$ cat config.mk
export PLATFORM = sky130hd
export DESIGN_NAME = swc_sleep_wake_controller
export DESIGN_NICKNAME = d
export VERILOG_FILES = /design/src/include/swc_pkg.sv /design/src/include/swc_edge_if.sv /design/src/logic/swc_pin_sync.sv /design/src/logic/swc_sleep_wake_controller.sv
export SDC_FILE = /design/constraint.sdc
export NUM_CORES = 1
export LEC_CHECK = 0
export BUFFER_PORTS_ARGS = -buffer_cell sky130_fd_sc_hd__buf_2
export CORE_AREA = 2 2 94 96
export DETAILED_ROUTE_END_ITERATION = 6
export DIE_AREA = 0 0 96 98
export HOLD_SLACK_MARGIN = 0.1
export PLACE_DENSITY_LB_ADDON = 0.08
export SKIP_LAST_GASP = 1
export SLEW_MARGIN = 20
export SYNTH_ARGS = -nofsm -noshare
export SYNTH_HDL_FRONTEND = slang
export SYNTH_SLANG_ARGS = --single-unit
$ cat constraint.sdc
create_clock -name clk -period 3 [get_ports clk]
set_clock_uncertainty 0.05 [all_clocks]
set_input_delay 0.6 -clock clk [delete_from_list [all_inputs] [get_ports clk]]
set_output_delay 0.6 -clock clk [all_outputs]
set_load 0.02 [all_outputs]
$ cat src/include/swc_pkg.sv
`default_nettype none
//----------------------------------------------------------------------
// Shared constants for the sleep and wake controller
//----------------------------------------------------------------------
package swc_pkg;
   // Sleep timer and watchdog
   localparam int SLEEP_TIMER_W = 15;
   localparam logic [7:0] WDT_CLEAR_BOTH = 8'h38;
   localparam logic [1:0] WDT_ROLLOVER_LIMIT = 2'h3;
   // Interval select picks the top count bit of one period
   localparam int SLEEP_TAP_BIT [4] = '{5, 8, 11, 14};
   // Clock rate
   localparam int CLK_PERIOD_NS = 20;
   localparam int CYC_PER_US = 1000 / CLK_PERIOD_NS;
   // Wakeup sequence timing
   localparam logic [1:0] PWR_GOOD_SLOW_CYC = 2'h3;
   localparam int T0_TAP_US [4] = '{10, 14, 20, 30};
   localparam int T1_TAP_US [4] = '{3, 4, 5, 10};
   localparam int T2_TAP_US [4] = '{1, 2, 5, 10};
   localparam int T23_US = 1;
   localparam int SEQ_W = 12;
   // Wakeup tap configuration fields
   localparam int TAP_CFG_W = 7;
   localparam int TAP_T0_LSB = 0;
   localparam int TAP_T1_LSB = 2;
   localparam int TAP_T2_LSB = 4;
   localparam int TAP_DBL_BIT = 6;

   typedef enum logic [3:0] {
      ST_AWAKE    = 4'h0,
      ST_HALT_REQ = 4'h1,
      ST_PD_EDGE  = 4'h2,
      ST_SLEEP    = 4'h3,
      ST_PWR_GOOD = 4'h4,
      ST_T0       = 4'h5,
      ST_T1       = 4'h6,
      ST_T2       = 4'h7,
      ST_T3       = 4'h8
   } swc_state_t;
endpackage
`default_nettype wire

$ cat src/include/swc_edge_if.sv
`timescale 1ns/10ps
`default_nettype none
//----------------------------------------------------------------------
// Filtered pin level and its rising edge
//----------------------------------------------------------------------
interface swc_edge_if;
   logic level;
   logic rise;
   modport src (output level, output rise);
   modport dst (input level, input rise);
endinterface
`default_nettype wire

$ cat src/logic/swc_pin_sync.sv
`timescale 1ns/10ps
`default_nettype none
module swc_pin_sync (
   // Clock and reset
   input wire logic clk,
   input wire logic rst_b,
   // Raw pin
   input wire logic pin,
   // Filtered level and edge
   swc_edge_if.src sync
);
   logic s1_q;
   logic s2_q;
   logic s3_q;
   logic level_q;
   logic rise_q;

   always_ff @(posedge clk or negedge rst_b) begin
      if (!rst_b) begin
         s1_q <= 1'b0;
         s2_q <= 1'b0;
         s3_q <= 1'b0;
      end else begin
         s1_q <= pin;
         s2_q <= s1_q;
         s3_q <= s2_q;
      end
   end

   // Change only counts once two stages agree
   always_ff @(posedge clk or negedge rst_b) begin
      if (!rst_b) begin
         level_q <= 1'b0;
         rise_q <= 1'b0;
      end else begin
         rise_q <= (s2_q == s3_q) & s3_q & ~level_q;
         if (s2_q == s3_q) begin
            level_q <= s3_q;
         end
      end
   end

   assign sync.level = level_q;
   assign sync.rise = rise_q;
endmodule // swc_pin_sync
`default_nettype wire

$ cat src/logic/swc_sleep_wake_controller.sv
`timescale 1ns/10ps
`default_nettype none
//----------------------------------------------------------------------
//----------------------------------------------------------------------
module swc_sleep_wake_controller #(
   parameter int TIMER_W = swc_pkg::SLEEP_TIMER_W
) (
   // Clock and reset
   input wire logic clk,
   input wire logic rst_b,
   // Clock pins
   input wire logic clk32_pin,
   input wire logic slow_osc_pin,
   // CPU side
   input wire logic sleep_bit_wr,
   input wire logic irq_pending_enabled,
   input wire logic cpu_halt_acknowledge,
   input wire logic cpu_stop_bit,
   input wire logic debug_mode,
   input wire logic watchdog_clear_wr,
   input wire logic [7:0] watchdog_clear_data,
   // Configuration bits
   input wire logic sleep_int_en,
   input wire logic [1:0] sleep_interval_sel,
   input wire logic crystal_enable_bit,
   input wire logic crystal_exists_flag,
   input wire logic i2c_standby_en,
   input wire logic slow_osc_off_bit,
   input wire logic [swc_pkg::TAP_CFG_W-1:0] wakeup_tap_config,
   // Masked-in interrupt sources and supply monitor
   input wire logic gpio_int,
   input wire logic timer0_int,
   input wire logic i2c_int,
   input wire logic buzz_active,
   input wire logic low_voltage_detect,
   // Status and control
   output logic cpu_halt_request,
   output logic power_down_signal,
   output logic sleep_bit,
   output logic [TIMER_W-1:0] sleep_timer_count,
   output logic sleep_timer_irq,
   output logic low_voltage_irq,
   output logic watchdog_reset_event,
   output logic slow_osc_power_down,
   output logic clk32_running,
   output logic i2c_sleep_active,
   output logic isr_defer
);
   import swc_pkg::*;

   if (TIMER_W < SLEEP_TAP_BIT[3] + 1) begin : g_bad_width
      $error("TIMER_W too narrow for the interval taps");
   end

   //-------------------------------------------------------------------
   // Pin synchronisers
   //-------------------------------------------------------------------
   swc_edge_if clk32_e ();
   swc_edge_if slow_e ();

   swc_pin_sync u_clk32_sync (
      .clk(clk),
      .rst_b(rst_b),
      .pin(clk32_pin),
      .sync(clk32_e.src)
   );

   swc_pin_sync u_slow_sync (
      .clk(clk),
      .rst_b(rst_b),
      .pin(slow_osc_pin),
      .sync(slow_e.src)
   );

   //-------------------------------------------------------------------
   // State and decode
   //-------------------------------------------------------------------
   swc_state_t state_q;
   logic sleep_bit_q;
   logic [TIMER_W-1:0] timer_q;
   logic [1:0] wdt_q;
   logic wdt_pend_q;
   logic deep_q;
   logic i2c_mode_q;
   logic [SEQ_W-1:0] seq_q;
   logic [1:0] pg_q;
   logic cpu_halt_request_q;
   logic power_down_q;
   logic sleep_timer_irq_q;
   logic low_voltage_irq_q;
   logic watchdog_reset_q;
   logic slow_osc_pd_q;
   logic clk32_running_q;
   logic i2c_sleep_q;
   logic isr_defer_q;

   logic clk32_blocked;
   logic tick;
   logic timer_run;
   logic rollover;
   logic [TIMER_W-1:0] int_mask;
   logic st_irq_ev;
   logic st_clr;
   logic wdt_fire;
   logic wdt_issue;
   logic sleeping;
   logic deep_req;
   logic lvd_ev;
   logic wake;
   logic dbl;

   function automatic logic [SEQ_W-1:0] tap_cyc(input int us, input logic twice);
      int c;
      c = us * CYC_PER_US;
      if (twice) begin
         c = c * 2;
      end
      return SEQ_W'(c - 1);
   endfunction

   // No 32 kHz clock at all when the crystal is enabled but absent
   assign clk32_blocked = crystal_enable_bit & ~crystal_exists_flag;
   assign tick = clk32_e.rise & ~clk32_blocked;
   // Breakpoints must not trip the watchdog over and over
   assign timer_run = ~(deep_q & (state_q == ST_SLEEP)) & ~(debug_mode & cpu_stop_bit);
   assign rollover = tick & timer_run & (&timer_q);
   assign st_irq_ev = tick & timer_run & ((timer_q & int_mask) == int_mask);
   assign st_clr = watchdog_clear_wr & (watchdog_clear_data == WDT_CLEAR_BOTH);
   assign wdt_fire = rollover & ~watchdog_clear_wr & (wdt_q == WDT_ROLLOVER_LIMIT - 2'h1);
   assign sleeping = (state_q != ST_AWAKE);
   // A watchdog event while asleep waits for the wakeup to finish
   assign wdt_issue = (wdt_fire & ~sleeping) | (wdt_pend_q & ~sleeping);
   // A crystal enable keeps the device out of deep sleep
   assign deep_req = slow_osc_off_bit & ~i2c_standby_en & ~crystal_enable_bit;
   assign lvd_ev = (state_q == ST_SLEEP) & ~deep_q & buzz_active & low_voltage_detect;
   assign dbl = wakeup_tap_config[TAP_DBL_BIT];

   always_comb begin
      int_mask = '0;
      for (int i = 0; i < TIMER_W; i++) begin
         int_mask[i] = (i <= SLEEP_TAP_BIT[sleep_interval_sel]);
      end
   end

   // Sources are the masked-in levels; global enable plays no part
   always_comb begin
      if (deep_q) begin
         wake = gpio_int;
      end else begin
         wake = (sleep_int_en & st_irq_ev) | gpio_int | timer0_int | lvd_ev | wdt_pend_q | wdt_fire;
         if (i2c_mode_q) begin
            wake = wake | i2c_int;
         end
      end
   end

   //-------------------------------------------------------------------
   // Sleep timer and watchdog
   //-------------------------------------------------------------------
   always_ff @(posedge clk or negedge rst_b) begin
      if (!rst_b) begin
         timer_q <= '0;
      end else if (wdt_issue || st_clr) begin
         timer_q <= '0;
      end else if (tick && timer_run) begin
         timer_q <= timer_q + 1'b1;
      end
   end

   always_ff @(posedge clk or negedge rst_b) begin
      if (!rst_b) begin
         wdt_q <= 2'h0;
      end else if (watchdog_clear_wr || wdt_issue) begin
         wdt_q <= 2'h0;
      end else if (rollover) begin
         wdt_q <= wdt_fire ? 2'h0 : wdt_q + 2'h1;
      end
   end

   always_ff @(posedge clk or negedge rst_b) begin
      if (!rst_b) begin
         wdt_pend_q <= 1'b0;
      end else if (wdt_fire && sleeping) begin
         wdt_pend_q <= 1'b1;
      end else if (wdt_issue) begin
         wdt_pend_q <= 1'b0;
      end
   end

   //-------------------------------------------------------------------
   // Sleep bit
   //-------------------------------------------------------------------
   always_ff @(posedge clk or negedge rst_b) begin
      if (!rst_b) begin
         sleep_bit_q <= 1'b0;
      end else if (wdt_issue) begin
         sleep_bit_q <= 1'b0;
      end else if (state_q == ST_AWAKE && sleep_bit_wr && !irq_pending_enabled) begin
         sleep_bit_q <= 1'b1;
      end else if (state_q == ST_SLEEP && wake) begin
         sleep_bit_q <= 1'b0;
      end
   end

   //-------------------------------------------------------------------
   // Entry and wakeup sequencer
   //-------------------------------------------------------------------
   always_ff @(posedge clk or negedge rst_b) begin
      if (!rst_b) begin
         state_q <= ST_AWAKE;
         cpu_halt_request_q <= 1'b0;
         power_down_q <= 1'b0;
         deep_q <= 1'b0;
         i2c_mode_q <= 1'b0;
         seq_q <= '0;
         pg_q <= 2'h0;
         isr_defer_q <= 1'b0;
      end else begin
         isr_defer_q <= 1'b0;
         unique case (state_q)
            ST_AWAKE: begin
               if (sleep_bit_q && !wdt_issue) begin
                  state_q <= ST_HALT_REQ;
                  cpu_halt_request_q <= 1'b1;
               end
            end
            ST_HALT_REQ: begin
               if (cpu_halt_acknowledge) begin
                  state_q <= ST_PD_EDGE;
               end
            end
            ST_PD_EDGE: begin
               // Stands in for the falling edge; wake sources unseen here
               state_q <= ST_SLEEP;
               power_down_q <= 1'b1;
               deep_q <= deep_req;
               i2c_mode_q <= i2c_standby_en & ~deep_req;
            end
            ST_SLEEP: begin
               if (!sleep_bit_q) begin
                  state_q <= ST_PWR_GOOD;
                  pg_q <= 2'h0;
                  deep_q <= 1'b0;
               end
            end
            ST_PWR_GOOD: begin
               if (slow_e.rise) begin
                  if (pg_q == PWR_GOOD_SLOW_CYC - 2'h1) begin
                     // Main oscillator back so the taps can be timed
                     state_q <= ST_T0;
                     power_down_q <= 1'b0;
                     seq_q <= tap_cyc(T0_TAP_US[wakeup_tap_config[TAP_T0_LSB +: 2]], dbl);
                  end else begin
                     pg_q <= pg_q + 2'h1;
                  end
               end
            end
            ST_T0: begin
               if (seq_q == '0) begin
                  state_q <= ST_T1;
                  seq_q <= tap_cyc(T1_TAP_US[wakeup_tap_config[TAP_T1_LSB +: 2]], dbl);
               end else begin
                  seq_q <= seq_q - 1'b1;
               end
            end
            ST_T1: begin
               if (seq_q == '0) begin
                  state_q <= ST_T2;
                  seq_q <= tap_cyc(T23_US, 1'b0);
               end else begin
                  seq_q <= seq_q - 1'b1;
               end
            end
            ST_T2: begin
               if (seq_q == '0) begin
                  state_q <= ST_T3;
                  seq_q <= tap_cyc(T2_TAP_US[wakeup_tap_config[TAP_T2_LSB +: 2]], dbl);
               end else begin
                  seq_q <= seq_q - 1'b1;
               end
            end
            ST_T3: begin
               if (seq_q == '0) begin
                  // Prefetched instruction goes ahead of any handler
                  state_q <= ST_AWAKE;
                  cpu_halt_request_q <= 1'b0;
                  i2c_mode_q <= 1'b0;
                  isr_defer_q <= 1'b1;
               end else begin
                  seq_q <= seq_q - 1'b1;
               end
            end
            default: begin
               state_q <= ST_AWAKE;
               cpu_halt_request_q <= 1'b0;
               power_down_q <= 1'b0;
            end
         endcase
      end
   end

   //-------------------------------------------------------------------
   // Event and status outputs
   //-------------------------------------------------------------------
   always_ff @(posedge clk or negedge rst_b) begin
      if (!rst_b) begin
         sleep_timer_irq_q <= 1'b0;
         low_voltage_irq_q <= 1'b0;
         watchdog_reset_q <= 1'b0;
      end else begin
         sleep_timer_irq_q <= st_irq_ev & sleep_int_en;
         low_voltage_irq_q <= lvd_ev;
         watchdog_reset_q <= wdt_issue;
      end
   end

   always_ff @(posedge clk or negedge rst_b) begin
      if (!rst_b) begin
         slow_osc_pd_q <= 1'b0;
         clk32_running_q <= 1'b0;
         i2c_sleep_q <= 1'b0;
      end else begin
         slow_osc_pd_q <= (state_q == ST_SLEEP) & deep_q;
         clk32_running_q <= ~clk32_blocked;
         i2c_sleep_q <= (state_q == ST_SLEEP) & i2c_mode_q;
      end
   end

   assign cpu_halt_request = cpu_halt_request_q;
   assign power_down_signal = power_down_q;
   assign sleep_bit = sleep_bit_q;
   assign sleep_timer_count = timer_q;
   assign sleep_timer_irq = sleep_timer_irq_q;
   assign low_voltage_irq = low_voltage_irq_q;
   assign watchdog_reset_event = watchdog_reset_q;
   assign slow_osc_power_down = slow_osc_pd_q;
   assign clk32_running = clk32_running_q;
   assign i2c_sleep_active = i2c_sleep_q;
   assign isr_defer = isr_defer_q;
endmodule // swc_sleep_wake_controller
`default_nettype wire

==> summary.md <==
| Metric | Value |
|---|---|
| R2R cell count | `7` |
| Sw frac | `31.2%` |
| Die area | `0.00941 mm^2` |
| Top delay family on crit path | `simple AND/OR/NAND/NOR gates` |
| Met3 routed WL | `692 um` |
| RR Endpoint | `seq_q[9]` |
| Routed WL | `12700 um` |
| Slew HR | `32.0%` |
| Pre-antenna DRT Iters | `5` |
| Primary FF master, synth | `dfrtp_1` |
| Die Y | `98 um` |
| CTS Buf Count | `9` |
| CP endpoint kind | `register` |
| CP Buf/Inv Count | `1` |
| Via count | `4657` |
| CP Data Required Time | `3220 ps` |
| Post-synthesis sequential area ratio | `30.4%` |
| Register-to-register setup slack | `240 ps` |
| Pwr dens | `365 mW/mm^2` |
| Post-CTS Setup Inserts | `0` |
| Setup TNS | `0 ps` |
| Max_cap viols | `0` |
| Synth warn | `0` |
| Period utilization | `91.9%` |
| Antenna Nets Post-Route | `0` |
| H-tree lvl count | `3` |
| Total grt overflow | `0` |
| Metal-1 WL | `5490 um` |
| Final Hold Vio Count | `0` |
| Core box area | `0.00847 mm^2` |
| CTS clk-pin slew, worst paths | `80 ps` |
| Crit-path max FO | `8` |
| FF-to-FF Start | `seq_q[0]` |
| Final Worst Setup Slack | `243 ps` |
| Crit path DAT | `2970 ps` |
| Clk pwr share | `36.7%` |
| Antenna violations before repair | `0` |
| Final #Nets | `702` |
| Routed met2 length | `6230 um` |
| Syn Area/Cell | `8.73 um^2` |
| Distinct cells, synth | `77` |
| Most common cell after layout, fill and taps aside | `buf_2` |
| Internal power | `1.39 mW` |
| Top Metal Used | `met4` |
| I/O Buffers | `61` |
| CP max stage delay | `610 ps` |
| Slew @ Worst Pin | `1010 ps` |
| Sequential power share | `43.4%` |
| Clk buf depth | `2` |
| Clock tree from TritonCTS | `built` |
| First-pass GRT wire length | `21500 um` |
| Post-layout util | `65.4%` |
| Post-Synthesis Cells | `548` |
| Final Max Slew Viols | `0` |
| Dpl hpwl | `9350 um` |
| # IOs | `62` |
| Comb power frac | `19.9%` |
| PostCTS Resize Cnt | `0` |
| Largest net degree at the start of global routing | `31` |
| Setup crit end | `seq_q[9]` |
| Root Driver | `clkbuf_8` |
| Worst Hold Class | `in -> async` |
| Switching pwr | `0.631 mW` |
| RSZ-0062 raised after global routing | `false` |
| Post-DR vias/cell | `6.33` |
| Initial DRC Count | `321` |
| Syn-to-layout area delta | `15.8%` |
| Synth Cell Area | `0.00478 mm^2` |
| Critical path type | `reg -> reg` |
| Layout cells sized above 1 | `20.9%` |
| Startpoint Class | `register` |
| Leakage | `2.50 nW` |
| Worst setup path start | `seq_q[0]` |
| Starting Density | `56.5%` |
| Commonest cells after routing, fill and taps aside | `buf_2 (61), dfrtp_1 (58), ha_1 (41)` |
| Hold WS | `251 ps` |
| Synth Register Bits | `58` |
| Final Critical Period | `2760 ps` |
| Ant. Diodes | `0` |
| Post-route DRC violation count | `0` |
| Peak Freq | `0.363 GHz` |
| Hold_buf cts | `0` |
| WP depth | `7` |
| CP cell instances | `inv_1 -> ha_1 -> nor4b_2 -> nand3_1 -> or4_1 -> o2111ai_1 -> a2bb2oi_1` |
| Outcome | `finished, final reports clean` |
| Die W | `96 um` |
| CP max stage cell | `or4_1` |
| VDD IR max | `356 uV` |
| GRT Util Overall | `28.4%` |
| Post-synth EDFFs | `0` |
| # rows | `34` |
| Number of global-route vias before repair | `4479` |
| DR WL/cell | `17.3 um` |
| Clk Latency, worst-skew pair | `350 ps` |
| Post-place setup slack | `-33.8 ps` |
| GPL Wtd Cong | `0.918` |
| Synth async-reset ratio | `100%` |
| Power Total | `2.02 mW` |
| Final setup fails | `0` |
| CTS sink count | `58` |
-- layer usage --
metal	up-vias	GRT usage [%]
li1	2223	-
met1	2242	38.3
met2	166	45.4
met3	26	5.25
met4	0	10.1
met5	-	0
-- layout make-up --
class,instances,area [um^2]
sequential,58,1450
fill,723,2930
clock buffer,10,138
clock inverter,5,55.1
timing repair buffer,92,538
tap,108,135
inverter,25,93.8
multi-input combinational,438,3120
-- registers in the layout (all words and copies together), names as in the netlist, 2 cells and up --
name / count
pg_q: 2
wdt_q: 2
state_q: 4
sleep_timer_count: 15
seq_q: 12
-- stage by stage --
stage | std cells | cell area (um^2)
5_1_grt | 736 | 5540
2_1_floorplan | 549 | 4790
3_5_place_dp | 720 | 5340
3_3_place_gp | 720 | 5340
6_report | 736 | 5540
4_1_cts | 735 | 5530
-- kinds of logic after synthesis --
logic type	Yosys count	synth area share (%)
AOI/OAI and AO/OA	152	22.0
xor gates and xnor gates	15	3.04
muxes	17	3.66
other	1	0.0784
DFF	58	30.4
buffers and inverters	53	4.40
and+or+nand+nor	211	25.7
adders and majority gates	41	10.7
-- how the worst min path moves through the flow --
stage          cells after the start           endpoint
2_1_floorplan                      0      clk32_running
3_3_place_gp                       0   u_slow_sync.s2_q
3_5_place_dp                       0  u_clk32_sync.s2_q
4_1_cts                            1           seq_q[0]
5_1_grt                            1           seq_q[0]
6_report                           1           seq_q[9]
-- power groups by stage --
stage / logic, mW / clock network (mW) / registers, mW
3_3_place_gp: 0.383 / 0 / 0.887
3_5_place_dp: 0.399 / 0 / 0.888
5_1_grt: 0.444 / 0.783 / 0.883
4_1_cts: 0.400 / 0.754 / 0.873
2_1_floorplan: 0.221 / 0 / 0.911
6_report: 0.402 / 0.740 / 0.876
-- cells in the mapped netlist (all sizes together) (11+ instances only) --
cell | count | area share [%]
a21oi | 28 | 3.0
buf | 11 | 1.1
clkbuf | 17 | 1.3
dfrtp | 58 | 30
ha | 41 | 11
inv | 24 | 1.9
mux2i | 13 | 2.7
nand2 | 35 | 2.7
nand2b | 11 | 1.4
nand3 | 14 | 1.5
nand4 | 11 | 1.4
nor2 | 39 | 3.1
nor2b | 12 | 1.6
nor3 | 13 | 1.4
o21ai | 37 | 4.0
Note: power is estimated with default switching activity, not from simulation.
